File: src/core/mms_defines.svh
// Constants for the measurement-mode select block.
// Assumes inclusion by bare name from core/ and dv/ files.
// How it works
// - 8-bit config register at address 0x0B
// - Bits 1:0 pick period phase
// - Bits 3:2 pick peak phase
// - Voltage over level sets voltage peak flag
// - Current over level sets current peak flag
// - Bits 6:4 enable phases for crossings
// - Bit4 A, bit5 B, bit6 C; reset 7
`ifndef MMS_DEFINES_SVH
`define MMS_DEFINES_SVH
`define MMS_ADDR_W        6
`define MMS_CFG_ADDR      6'h0B
`define MMS_CFG_RESET     8'h70
`define MMS_PERD_LSB      0
`define MMS_PEAK_LSB      2
`define MMS_ZX_LSB        4
`define MMS_SAMPLE_W      16
`endif

File: src/core/mms_pkg.sv
// Types for the measurement-mode select block.
// Assumes mms_defines.svh is available on the include path.
package mms_pkg;
   // Phase code of a select field; 2'b11 is reserved
   typedef enum logic [1:0] {
      MMS_PH_A,
      MMS_PH_B,
      MMS_PH_C,
      MMS_PH_RSVD
   } mms_phase_e;
endpackage

File: src/core/mms_peak_cmp.sv
// One peak comparator with a sticky flag.
// Assumes magnitudes arrive already synchronous to SYS_CLK.
`include "mms_defines.svh"
module mms_peak_cmp (
   input  wire logic                      clk,
   input  wire logic                      rst_n,
   input  wire logic [`MMS_SAMPLE_W-1:0]  sample,
   input  wire logic                      sample_ok,
   input  wire logic [`MMS_SAMPLE_W-1:0]  level,
   input  wire logic                      clr,
   output logic                           flag_ff
);
   logic hit; // Sample above programmed level

   assign hit = sample_ok && (sample > level);

   // Sticky flag; a hit in the clear cycle wins
   always_ff @(posedge clk or negedge rst_n) begin
      if (!rst_n) begin
         flag_ff <= 1'b0;
      end else if (hit) begin
         flag_ff <= 1'b1;
      end else if (clr) begin
         flag_ff <= 1'b0;
      end
   end

   property p_set;
      @(posedge clk) disable iff (!rst_n) hit |=> flag_ff;
   endproperty
   a_set: assert property (p_set) else $error("peak flag not set after hit");
endmodule

File: src/core/mms_mode_sel.sv
// Measurement-mode configuration register and its phase steering.
// Assumes register strobes and samples come from logic on SYS_CLK.
`include "mms_defines.svh"
module mms_mode_sel (
   input  wire logic                       SYS_CLK,
   input  wire logic                       RST_N,
   input  wire logic                       REG_WR,
   input  wire logic                       REG_RD,
   input  wire logic [`MMS_ADDR_W-1:0]     REG_ADDR,
   input  wire logic [7:0]                 REG_WDATA,
   output logic      [7:0]                 REG_RDATA,
   input  wire logic [3*`MMS_SAMPLE_W-1:0] V_MAG,
   input  wire logic [3*`MMS_SAMPLE_W-1:0] I_MAG,
   input  wire logic [`MMS_SAMPLE_W-1:0]   VOLTAGE_PEAK_LEVEL,
   input  wire logic [`MMS_SAMPLE_W-1:0]   CURRENT_PEAK_LEVEL,
   input  wire logic                       PEAK_FLAG_CLR,
   output logic                            VOLTAGE_PEAK_FLAG,
   output logic                            CURRENT_PEAK_FLAG,
   output logic      [1:0]                 PERIOD_PHASE_SELECT,
   output logic      [1:0]                 PEAK_PHASE_SELECT,
   output logic      [2:0]                 ZERO_CROSS_PHASE_ENABLE,
   input  wire logic [2:0]                 ZERO_CROSS_IN,
   output logic                            PERIOD_ZERO_CROSS
);
   logic [7:0]               cfg_ff;       // Register contents
   logic [7:0]               nxt_cfg;      // Next register value
   logic                     cfg_hit;      // Address decode
   logic [`MMS_SAMPLE_W-1:0] v_sel;        // Steered voltage
   logic [`MMS_SAMPLE_W-1:0] i_sel;        // Steered current
   logic                     sel_ok;       // Peak phase code valid
   logic [2:0]               zx_gated;     // Enabled crossings
   logic [2:0]               peak_oh;      // Peak select, one-hot

   // One decode serves both select fields
   // Shared phase decode; reserved code selects nothing
   function automatic logic [2:0] phase_onehot(input logic [1:0] code);
      case (mms_pkg::mms_phase_e'(code))
         mms_pkg::MMS_PH_A: phase_onehot = 3'h1;
         mms_pkg::MMS_PH_B: phase_onehot = 3'h2;
         mms_pkg::MMS_PH_C: phase_onehot = 3'h4;
         default:           phase_onehot = 3'h0;
      endcase
   endfunction

   assign cfg_hit = (REG_ADDR == `MMS_CFG_ADDR);

   // Bit 7 kept as written; software is expected to leave it 0
   always_comb begin
      nxt_cfg = cfg_ff;
      if (REG_WR && cfg_hit) begin
         nxt_cfg = REG_WDATA;
      end
   end

   // Reserved codes and bit 7 are stored exactly as written
   // Register with field defaults
   always_ff @(posedge SYS_CLK or negedge RST_N) begin
      if (!RST_N) begin
         cfg_ff <= `MMS_CFG_RESET;
      end else begin
         cfg_ff <= nxt_cfg;
      end
   end

   // A read in the write cycle still returns the old contents
   // Read data registered; unmapped addresses read zero
   always_ff @(posedge SYS_CLK or negedge RST_N) begin
      if (!RST_N) begin
         REG_RDATA <= 8'h00;
      end else if (REG_RD) begin
         REG_RDATA <= cfg_hit ? cfg_ff : 8'h00;
      end
   end

   assign PERIOD_PHASE_SELECT = cfg_ff[`MMS_PERD_LSB +: 2];
   assign PEAK_PHASE_SELECT = cfg_ff[`MMS_PEAK_LSB +: 2];
   assign ZERO_CROSS_PHASE_ENABLE = cfg_ff[`MMS_ZX_LSB +: 3];

   // Steering mux for peak inputs
   // Reserved code leaves both paths at zero and sel_ok low
   assign peak_oh = phase_onehot(PEAK_PHASE_SELECT);
   always_comb begin
      v_sel = '0;
      i_sel = '0;
      for (int k = 0; k < 3; k++) begin
         if (peak_oh[k]) begin
            v_sel = V_MAG[k*`MMS_SAMPLE_W +: `MMS_SAMPLE_W];
            i_sel = I_MAG[k*`MMS_SAMPLE_W +: `MMS_SAMPLE_W];
         end
      end
   end
   assign sel_ok = |peak_oh;

   mms_peak_cmp u_vpk (
      .clk       (SYS_CLK),
      .rst_n     (RST_N),
      .sample    (v_sel),
      .sample_ok (sel_ok),
      .level     (VOLTAGE_PEAK_LEVEL),
      .clr       (PEAK_FLAG_CLR),
      .flag_ff   (VOLTAGE_PEAK_FLAG)
   );

   mms_peak_cmp u_ipk (
      .clk       (SYS_CLK),
      .rst_n     (RST_N),
      .sample    (i_sel),
      .sample_ok (sel_ok),
      .level     (CURRENT_PEAK_LEVEL),
      .clr       (PEAK_FLAG_CLR),
      .flag_ff   (CURRENT_PEAK_FLAG)
   );

   // Gate crossings by enables
   genvar g;
   generate
      for (g = 0; g < 3; g++) begin : g_zx
         assign zx_gated[g] = ZERO_CROSS_IN[g] & ZERO_CROSS_PHASE_ENABLE[g];
      end
   endgenerate

   // Left combinational so the period engine sees the crossing in its own cycle
   // Period source crossing
   assign PERIOD_ZERO_CROSS = |(zx_gated & phase_onehot(PERIOD_PHASE_SELECT));

   property p_reset_val;
      @(posedge SYS_CLK) $rose(RST_N) |-> cfg_ff == `MMS_CFG_RESET;
   endproperty
   a_reset_val: assert property (p_reset_val) else $error("bad reset value");

   property p_write;
      @(posedge SYS_CLK) disable iff (!RST_N) REG_WR && cfg_hit |=> cfg_ff == $past(REG_WDATA);
   endproperty
   a_write: assert property (p_write) else $error("write not stored");

   property p_hold;
      @(posedge SYS_CLK) disable iff (!RST_N) !(REG_WR && cfg_hit) |=> $stable(cfg_ff);
   endproperty
   a_hold: assert property (p_hold) else $error("register changed without write");

   property p_rdata;
      @(posedge SYS_CLK) disable iff (!RST_N) REG_RD && cfg_hit |=> REG_RDATA == $past(cfg_ff);
   endproperty
   a_rdata: assert property (p_rdata) else $error("read data differs from register");

   property p_unmapped;
      @(posedge SYS_CLK) disable iff (!RST_N) REG_RD && !cfg_hit |=> REG_RDATA == 8'h00;
   endproperty
   a_unmapped: assert property (p_unmapped) else $error("unmapped read not zero");

   property p_perd;
      @(posedge SYS_CLK) disable iff (!RST_N)
         REG_WR && cfg_hit |=> PERIOD_PHASE_SELECT == $past(REG_WDATA[1:0]);
   endproperty
   a_perd: assert property (p_perd) else $error("period select mismatch");

   property p_perd_rsvd;
      @(posedge SYS_CLK) disable iff (!RST_N) PERIOD_PHASE_SELECT == 2'h3 |-> !PERIOD_ZERO_CROSS;
   endproperty
   a_perd_rsvd: assert property (p_perd_rsvd) else $error("crossing passed under reserved code");

   property p_peak;
      @(posedge SYS_CLK) disable iff (!RST_N)
         REG_WR && cfg_hit |=> PEAK_PHASE_SELECT == $past(REG_WDATA[3:2]);
   endproperty
   a_peak: assert property (p_peak) else $error("peak select mismatch");

   property p_peak_rsvd;
      @(posedge SYS_CLK) disable iff (!RST_N)
         PEAK_PHASE_SELECT == 2'h3 && !VOLTAGE_PEAK_FLAG && !CURRENT_PEAK_FLAG |=>
         !VOLTAGE_PEAK_FLAG && !CURRENT_PEAK_FLAG;
   endproperty
   a_peak_rsvd: assert property (p_peak_rsvd) else $error("flag set under reserved code");

   property p_vpk;
      @(posedge SYS_CLK) disable iff (!RST_N) sel_ok && v_sel > VOLTAGE_PEAK_LEVEL |=> VOLTAGE_PEAK_FLAG;
   endproperty
   a_vpk: assert property (p_vpk) else $error("voltage peak flag missed");

   property p_vclr;
      @(posedge SYS_CLK) disable iff (!RST_N)
         PEAK_FLAG_CLR && !(sel_ok && v_sel > VOLTAGE_PEAK_LEVEL) |=> !VOLTAGE_PEAK_FLAG;
   endproperty
   a_vclr: assert property (p_vclr) else $error("voltage peak flag not cleared");

   property p_ipk;
      @(posedge SYS_CLK) disable iff (!RST_N) sel_ok && i_sel > CURRENT_PEAK_LEVEL |=> CURRENT_PEAK_FLAG;
   endproperty
   a_ipk: assert property (p_ipk) else $error("current peak flag missed");

   property p_zx;
      @(posedge SYS_CLK) disable iff (!RST_N) PERIOD_ZERO_CROSS |-> |(ZERO_CROSS_IN & ZERO_CROSS_PHASE_ENABLE);
   endproperty
   a_zx: assert property (p_zx) else $error("crossing passed while disabled");

   property p_zxb;
      @(posedge SYS_CLK) disable iff (!RST_N)
         REG_WR && cfg_hit |=> ZERO_CROSS_PHASE_ENABLE == $past(REG_WDATA[6:4]);
   endproperty
   a_zxb: assert property (p_zxb) else $error("zero-cross enable mismatch");

   c_write: cover property (@(posedge SYS_CLK) disable iff (!RST_N) REG_WR && cfg_hit);
   c_rsvd:  cover property (@(posedge SYS_CLK) disable iff (!RST_N) PEAK_PHASE_SELECT == 2'h3);
   c_vpk:   cover property (@(posedge SYS_CLK) disable iff (!RST_N) $rose(VOLTAGE_PEAK_FLAG));
   c_ipk:   cover property (@(posedge SYS_CLK) disable iff (!RST_N) $rose(CURRENT_PEAK_FLAG));
   c_zx:    cover property (@(posedge SYS_CLK) disable iff (!RST_N) PERIOD_ZERO_CROSS);
endmodule

File: config.mk
export PLATFORM = sky130hd
export DESIGN_NAME = mms_mode_sel
export DESIGN_NICKNAME = d
export VERILOG_FILES = /design/src/core/mms_pkg.sv /design/src/core/mms_peak_cmp.sv /design/src/core/mms_mode_sel.sv
export VERILOG_INCLUDE_DIRS = /design/src /design/src/core
export SDC_FILE = /design/constraint.sdc
export NUM_CORES = 1
export LEC_CHECK = 0
export BUFFER_PORTS_ARGS = -buffer_cell sky130_fd_sc_hd__buf_2
export CELL_PAD_IN_SITES_DETAIL_PLACEMENT = 1
export CELL_PAD_IN_SITES_GLOBAL_PLACEMENT = 2
export CORE_MARGIN = 5
export CORE_UTILIZATION = 22
export CTS_CLUSTER_DIAMETER = 150
export CTS_CLUSTER_SIZE = 30
export DETAILED_ROUTE_END_ITERATION = 7
export GPL_TIMING_DRIVEN = 0
export HOLD_SLACK_MARGIN = 0.12
export PLACE_DENSITY = 0.95
export SETUP_SLACK_MARGIN = 0.2
export SLEW_MARGIN = 5
export SYNTH_ARGS = -nofsm -noshare
export SYNTH_HDL_FRONTEND = slang
export SYNTH_SLANG_ARGS = --single-unit
File: constraint.sdc
create_clock -name SYS_CLK -period 4.2 [get_ports SYS_CLK]
set_input_delay 0.42 -clock SYS_CLK [delete_from_list [all_inputs] [get_ports SYS_CLK]]
set_output_delay 0.42 -clock SYS_CLK [all_outputs]
set_load 0.005 [all_outputs]
==> results.rst, run 1 <==
.. list-table::
   :header-rows: 1

   * - Metric
     - Value
   * - Vias in the first global route
     - 2,993
   * - Cell chain of the critical path
     - clkbuf_1, nor2b_1, clkbuf_1, clkbuf_1, nand2_1, o21ai_0, ha_1, nand4_1, or4_1, a21o_1, o41a_1
   * - Worst Clk Skew
     - 0.00954 ns
   * - Top cells by area, synth
     - ha_1, dfrtp_1, mux2i_1
   * - Row count
     - 37
   * - Total number of clock tree sinks
     - 18
   * - Number of setup violations in the final report
     - 0
   * - Slack of the critical path
     - 1.13 ns
   * - Launching point of the worst reg2reg path
     - cfg_ff[3]
   * - Post-Place Worst Slack
     - 1.07 ns
   * - Launching element type of the critical path
     - register
   * - Leakage power figure
     - 1.75 nW
   * - Clock tree from TritonCTS
     - done
   * - Root buffer cell
     - clkbuf_8
   * - Nature of the critical path endpoint
     - register
   * - Number of buffers on the longest clock path
     - 2
   * - Area grow syn2layout
     - 46.7%
   * - Cell mode on critical path
     - clkbuf_1
   * - Max transition margin
     - 54.0%
   * - Sequential cell area fraction in the yosys report
     - 20.1%
   * - WL/cell
     - 14.9 um
   * - Max-slew violation count
     - 0
   * - R2r worst-path depth
     - 11
   * - Effective utilization at floorplan
     - 22.2%
   * - Peak supply drop
     - 0.000113 V
   * - Final count of hold timing violations
     - 0
   * - Count of maximum capacitance violations
     - 0
   * - # port buffers
     - 166
   * - Global placement routability congestion
     - 0.808
   * - Routed metal-1 wirelength
     - 3590 um
   * - Capture point of the worst path
     - u_ipk.flag_ff
   * - Critical Path Slowest Stage Cell
     - or4_1
   * - # nets final
     - 645
   * - R2R Path End
     - u_ipk.flag_ff
   * - Post-DR vias/cell
     - 4.46
   * - Run status
     - complete, no violations
   * - Final standard cell utilization of the core
     - 32.6%
   * - Routed met3 length
     - 608 um
   * - Met2 wirelength from detailed routing
     - 4630 um
   * - HPWL Detailed
     - 7730 um
   * - Flip-flop and latch count after synthesis
     - 18
   * - Worst setup slack for register-to-register paths
     - 1.13 ns
   * - Post-layout minimum cycle time
     - 3.07 ns
   * - Die Span Y
     - 111 um
   * - I/O pin count
     - 168
   * - Measured slew at the worst slew-check pin
     - 0.691 ns
   * - Remaining DRCs
     - 0
   * - Top achievable clock speed
     - 326 MHz
   * - First-pass GRT wire length
     - 14,500 um
   * - Total global routing overflow
     - 0
   * - Net Count, Synth
     - 473
   * - Antenna violations before repair
     - 0
   * - Pwr dens
     - 229 nW/um^2
   * - Count of antenna diodes in the layout
     - 0
   * - Layout filler cell count
     - 1,333
   * - Leading area contributor after synthesis
     - ha_1
   * - Mean instance size in the synthesized netlist
     - 7.77 sq um
   * - RSZ-0062 raised after global routing
     - no
   * - Highest metal layer used by the detailed router
     - met4
   * - Critical Path RT
     - 4.33 ns
   * - Via count
     - 2,668
   * - Share of final-layout standard cells stronger than drive strength 1
     - 42.0%
   * - Critical path class
     - register to register
   * - Critical Path Start
     - cfg_ff[3]
   * - Global-route total usage across every layer
     - 14.0%
   * - Maximum level of the CTS H-tree
     - 1
   * - Min-Delay Path Class
     - input port to register
   * - Delay contributed by the slowest stage of the critical path
     - 0.53 ns
   * - Antenna-violating nets left
     - 0
   * - Core region area
     - 10,200 sq um
   * - Clock slew at the register clock pins of the worst setup and hold paths
     - 0.07 ns
   * - Number of warnings issued by yosys
     - 0
   * - TritonCTS buffer count
     - 3
   * - Detailed Route WL
     - 8880 um
   * - Final worst path period share
     - 73.0%
   * - Cell count after synthesis
     - 291
   * - Post-CTS setup buffer count
     - 0
   * - Worst Path Arrival
     - 3.20 ns
   * - Area fraction of the dominant cell type after synthesis
     - 17.7%
   * - Width of the chip
     - 111 um
   * - Total die area
     - 12,400 sq um
   * - Worst Path Max Fanout
     - 10
   * - Combined area of all synthesized cells
     - 2260 sq um
   * - Insertion delay to the later sink of the worst-skew pair
     - 0.26 ns
   * - Setup TNS
     - 0 ns
   * - Initial DRC Count
     - 65
   * - Unique masters post-synth
     - 34
   * - Largest net degree at the start of global routing
     - 19
   * - First-pass iteration count of the detailed router
     - 4
-- per-layer routing --
metal / vias to the layer above / track usage, %
met2: 93 / 26.7
met4: 0 / 2.27
met3: 5 / 3.26
met1: 1218 / 16.0
met5: - / 0
li1: 1352 / -
-- layout make-up --
cell class | instances | area (sq um) | share of cell area, %
sequential | 18 | 454 | 13.7
multi-input combinational | 213 | 1550 | 46.8
timing repair buffer | 167 | 841 | 25.3
inverter | 39 | 146 | 4.41
tap | 136 | 170 | 5.13
clock buffer | 4 | 45.0 | 1.36
buffer | 21 | 110 | 3.32
-- through the flow --
| stage | hold WS (ns) | std cells | total power [mW] | area (sq um) |
|---|---|---|---|---|
| floorplan | 0.124 | 291 | 0.471 | 2260 |
| global placement | 0.389 | 593 | 0.627 | 3260 |
| detailed placement | 0.399 | 593 | 0.645 | 3260 |
| CTS | 0.387 | 598 | 0.782 | 3320 |
| global route | 0.400 | 598 | 0.848 | 3320 |
| finish | 0.402 | 598 | 0.761 | 3320 |
-- cell families after synthesis --
group / Yosys count / share of synthesized area (%)
buffers and inverters: 60 / 11.3
DFF: 18 / 20.1
adders and majority gates: 32 / 17.7
and+or+nand+nor: 71 / 14.9
muxes: 40 / 18.1
AOI/OAI and AO/OA: 70 / 17.8
-- layout by cell type (no fill, tap or decap), drive strengths merged, types with 3 or more instances in the layout --
cell and instances:
o22ai 8, buf 178, o21ai 31, a21oi 17
nor2b 4, mux2i 32, dfrtp 15, nor2 5
nand2 44, inv 39, ha 32, nand4 8
a21o 3, clkbuf 13, nand3 3, mux2 8
dfstp 3
-- synthesized netlist by cell type, drive strengths merged --
cell type and number:
dfrtp 15, nand3b 1, nand3 3, mux2 8, nand4 8, a211oi 2, buf 12, a21oi 17
nor3 2, dfstp 3, nor2b 4, nor4b 1, a2111oi 1, o21ai 31, o41a 1, o32a 1
o21a 2, o22ai 8, o221ai 1, o211ai 2, nand2 44, mux2i 32, clkbuf 9, nor2 5
inv 39, a21o 3, a31oi 1, or4 2, or3 1, ha 32
-- power by group --
| group | switching (mW) | internal (mW) | total (mW) |
|---|---|---|---|
| logic | 0.217 | 0.209 | 0.426 |
| registers | 0.0138 | 0.193 | 0.207 |
| clock network | 0.0598 | 0.0673 | 0.127 |
| total | 0.291 | 0.470 | 0.761 |
-- state kept, by name, indices dropped and copies added (netlist names) --
| name | flops |
|---|---|
| cfg_ff | 8 |
| REG_RDATA | 8 |
| u_ipk.flag_ff | 1 |
| u_vpk.flag_ff | 1 |
-- critical path: cells and delay by family, from the launching register on --
family | cells | cell delay [ns]
DFF | 1 | 0.34
buffers and inverters | 3 | 1.03
AOI/OAI and AO/OA | 3 | 0.39
and+or+nand+nor | 4 | 1.00
adders and majority gates | 1 | 0.19
-- how the worst min path moves through the flow --
stage	startpoint	cells after the start	slack, ns	to
after floorplan	RST_N	0	0.12	REG_RDATA[0]
after global placement	RST_N	1	0.39	REG_RDATA[0]
after detailed placement	RST_N	1	0.40	REG_RDATA[0]
after CTS	REG_WDATA[0]	2	0.39	cfg_ff[0]
after global routing	REG_WDATA[1]	2	0.40	cfg_ff[1]
final	REG_WDATA[0]	2	0.40	cfg_ff[0]
-- timing repair --
item,in CTS,in global routing
hold endpoints to repair,9,0
hold buffers,1,0
resized for setup,0,0
No activity file was read; power rests on OpenSTA's default activity.
==> run 2, diff against run 1 <==
CORE_UTILIZATION = 20   (was 22)
PLACE_DENSITY = 0.91   (was 0.95)
clock period = 3 ns   (was 4.2 ns; I/O delays follow)
==> results.rst, run 2 (same netlist as run 1, synthesis figures left out) <==
.. list-table::
   :header-rows: 1

   * - Metric
     - Value
   * - Run status
     - complete, no violations
   * - Delay contributed by the slowest stage of the critical path
     - 0.53 ns (about the same)
   * - I/O pin count
     - 168 (unchanged)
   * - Critical Path Slowest Stage Cell
     - or4_1
   * - Detailed Route WL
     - 9120 um (+2.7%)
   * - Peak supply drop
     - 0.000155 V (+37%)
   * - Net Sw Frac
     - 35.2% (-3.0 points)
   * - Via count
     - 2,713 (+1.7%)
   * - HPWL Detailed
     - 8130 um (+5.2%)
   * - Clock tree from TritonCTS
     - done
   * - Max transition margin
     - 66.3% (+12 points)
   * - Layout filler cell count
     - 1,404 (+5.3%)
   * - Vias in the first global route
     - 2,976 (-0.57%)
   * - Worst setup slack for register-to-register paths
     - 0.35 ns (-0.78 ns)
   * - Launching element type of the critical path
     - register
   * - First-pass iteration count of the detailed router
     - 3 (-1)
   * - Pwr dens
     - 355 nW/um^2 (+55%)
   * - Family with the most delay on the worst path
     - simple AND/OR/NAND/NOR gates
   * - Number of buffers on the longest clock path
     - 2 (unchanged)
   * - TritonCTS buffer count
     - 3 (unchanged)
   * - Worst Path Arrival
     - 2.77 ns (-0.43 ns)
   * - Global-route total usage across every layer
     - 12.9% (-1.1 points)
   * - Logic gate share of total power
     - 51.6% (-4.5 points)
   * - RSZ-0062 raised after global routing
     - no
   * - Antenna-violating nets left
     - 0 (unchanged)
   * - End of the worst hold path
     - cfg_ff[3]
   * - Number of setup violations in the final report
     - 0 (unchanged)
   * - Instance count along the most critical hold path
     - 2 (unchanged)
   * - Final count of hold timing violations
     - 0 (unchanged)
   * - Worst Clk Skew
     - 0.00564 ns (-0.00390 ns)
   * - Die Span Y
     - 116 um (+4.4%)
   * - Total die area
     - 13,500 sq um (+9.1%)
   * - Cell chain of the critical path
     - buf_4, clkbuf_4, mux2i_1, o21ai_0, ha_1, nand4_1, or4_1, a21o_1, o41a_1
   * - R2r worst-path depth
     - 9 (-2)
   * - Highest-count cells in the layout ignoring fill and taps
     - buf_2, nand2_1, inv_1
   * - Global placement routability congestion
     - 0.766 (-5.2%)
   * - Share of final-layout standard cells stronger than drive strength 1
     - 43.5% (+1.5 points)
   * - Most common cell after layout, fill and taps aside
     - buf_2
   * - Worst Path Max Fanout
     - 10 (unchanged)
   * - Slack of the critical path
     - 0.350 ns (-0.784 ns)
   * - Critical Path RT
     - 3.12 ns (-1.21 ns)
   * - Area grow syn2layout
     - 51.7%
   * - # port buffers
     - 166 (unchanged)
   * - First-pass GRT wire length
     - 14,100 um (-2.9%)
   * - Antenna violations before repair
     - 2 (+2)
   * - R2R Path End
     - u_ipk.flag_ff
   * - Insertion delay to the later sink of the worst-skew pair
     - 0.25 ns (about the same)
   * - Seq pwr share
     - 23.9% (-3.3 points)
   * - Remaining DRCs
     - 0 (unchanged)
   * - Nature of the critical path endpoint
     - register
   * - Final standard cell utilization of the core
     - 31.2% (-1.3 points)
   * - Largest net degree at the start of global routing
     - 19 (unchanged)
   * - Post-layout minimum cycle time
     - 2.65 ns (-0.416 ns)
   * - Count of buffer and inverter cells on the critical path
     - 2 (-1)
   * - Largest registers
     - REG_RDATA x8, cfg_ff x8
   * - Width of the chip
     - 116 um (+4.4%)
   * - Top achievable clock speed
     - 377 MHz (+16%)
   * - Maximum level of the CTS H-tree
     - 1 (unchanged)
   * - Cell-internal power
     - 0.788 mW (+68%)
   * - WL/cell
     - 15.1 um (+1.7%)
   * - Worst Hold Slack
     - 0.284 ns (-0.118 ns)
   * - # nets final
     - 647 (+0.31%)
   * - Launching point of the worst reg2reg path
     - cfg_ff[2]
   * - Count of maximum capacitance violations
     - 0 (unchanged)
   * - Leakage power figure
     - 1.80 nW (+2.9%)
   * - Clock slew at the register clock pins of the worst setup and hold paths
     - 0.06 ns (about the same)
   * - Initial DRC Count
     - 59 (-9.2%)
   * - Root buffer cell
     - clkbuf_16
   * - Measured slew at the worst slew-check pin
     - 0.504 ns (-0.187 ns)
   * - Startpoint of the worst hold path
     - REG_WDATA[3]
   * - Relative contribution of the clock network to total power
     - 24.5% (+7.8 points)
   * - Min-Delay Path Class
     - input port to register
   * - Post-Place Worst Slack
     - -0.176 ns (-1.25 ns)
   * - Effective utilization at floorplan
     - 20.6% (-1.6 points)
   * - Final worst path period share
     - 88.3% (+15 points)
   * - Reported net switching power
     - 0.429 mW (+48%)
   * - Post-Place Cell Area
     - 3270 sq um (+0.15%)
   * - Core region area
     - 11,000 sq um (+7.8%)
   * - Count of antenna diodes in the layout
     - 0 (unchanged)
   * - Critical path class
     - register to register
   * - Max-slew violation count
     - 0 (unchanged)
   * - Total number of clock tree sinks
     - 18 (unchanged)
   * - Area of all placed cells without fillers
     - 3430 sq um (+3.4%)
   * - Post-DR vias/cell
     - 4.49 (+0.68%)
   * - Row count
     - 38 (+2.7%)
   * - Total global routing overflow
     - 0 (unchanged)
## run 2: worst max-delay path by stage
stage	depth (start not counted)	start	end	slack, ns
6_report	9	cfg_ff[2]	u_ipk.flag_ff	0.35
5_1_grt	11	cfg_ff[3]	u_vpk.flag_ff	0.20
4_1_cts	11	cfg_ff[3]	u_vpk.flag_ff	0.22
3_5_place_dp	11	cfg_ff[3]	u_ipk.flag_ff	-0.18
3_3_place_gp	11	cfg_ff[3]	u_ipk.flag_ff	-0.13
2_1_floorplan	9	cfg_ff[2]	u_vpk.flag_ff	0.43
## run 2: layout make-up
type                            count  area (sq um)  area share (%)
Buffer                             21           151            4.41
Clock buffer                        4          88.8            2.59
Inverter                           39           146            4.27
Multi-Input combinational cell    213          1560            45.5
Sequential cell                    18           454            13.2
Tap cell                          140           175            5.10
Timing Repair Buffer              169           856            24.9
## run 2: per-stage QoR
stage / instances / power [mW] / TNS, ns
2_1_floorplan: 291 / 0.659 / 0
3_3_place_gp: 597 / 0.882 / -0.249
3_5_place_dp: 597 / 0.908 / -0.349
4_1_cts: 602 / 1.23 / 0
5_1_grt: 604 / 1.33 / 0
6_report: 604 / 1.22 / 0
## run 2: repair_timing
| item | in CTS | in global routing |
|---|---|---|
| hold endpoints to repair | 15 | 0 |
| setup buffers | 0 | 2 |
| hold buffers | 1 | 0 |
| pin swaps | 1 | 3 |
| resized for setup | 10 | 11 |
| endpoints found under the setup margin | 2 | 2 |
## run 2: power groups by stage
stage	sequential (mW)	combinational (mW)	clock [mW]
2_1_floorplan	0.289	0.370	0
3_3_place_gp	0.293	0.589	0
3_5_place_dp	0.295	0.614	0
4_1_cts	0.291	0.625	0.308
5_1_grt	0.295	0.719	0.321
6_report	0.291	0.628	0.298
## run 2: metal layers
layer  routed length (um)  up-vias  global-route usage (%)
li1                     -     1359                       -
met1                 3650     1233                    15.6
met2                 4540      103                    23.6
met3                  767       14                    2.85
met4                  140        4                    2.09
met5                   21        -                       0
## run 2: worst register-to-register path: stages (launching register included)
cell and delay [ns]:
dfrtp_1 0.37, buf_4 0.21, clkbuf_4 0.30, mux2i_1 0.22, o21ai_0 0.10, ha_1 0.32, nand4_1 0.17, or4_1 0.53
a21o_1 0.19, o41a_1 0.10
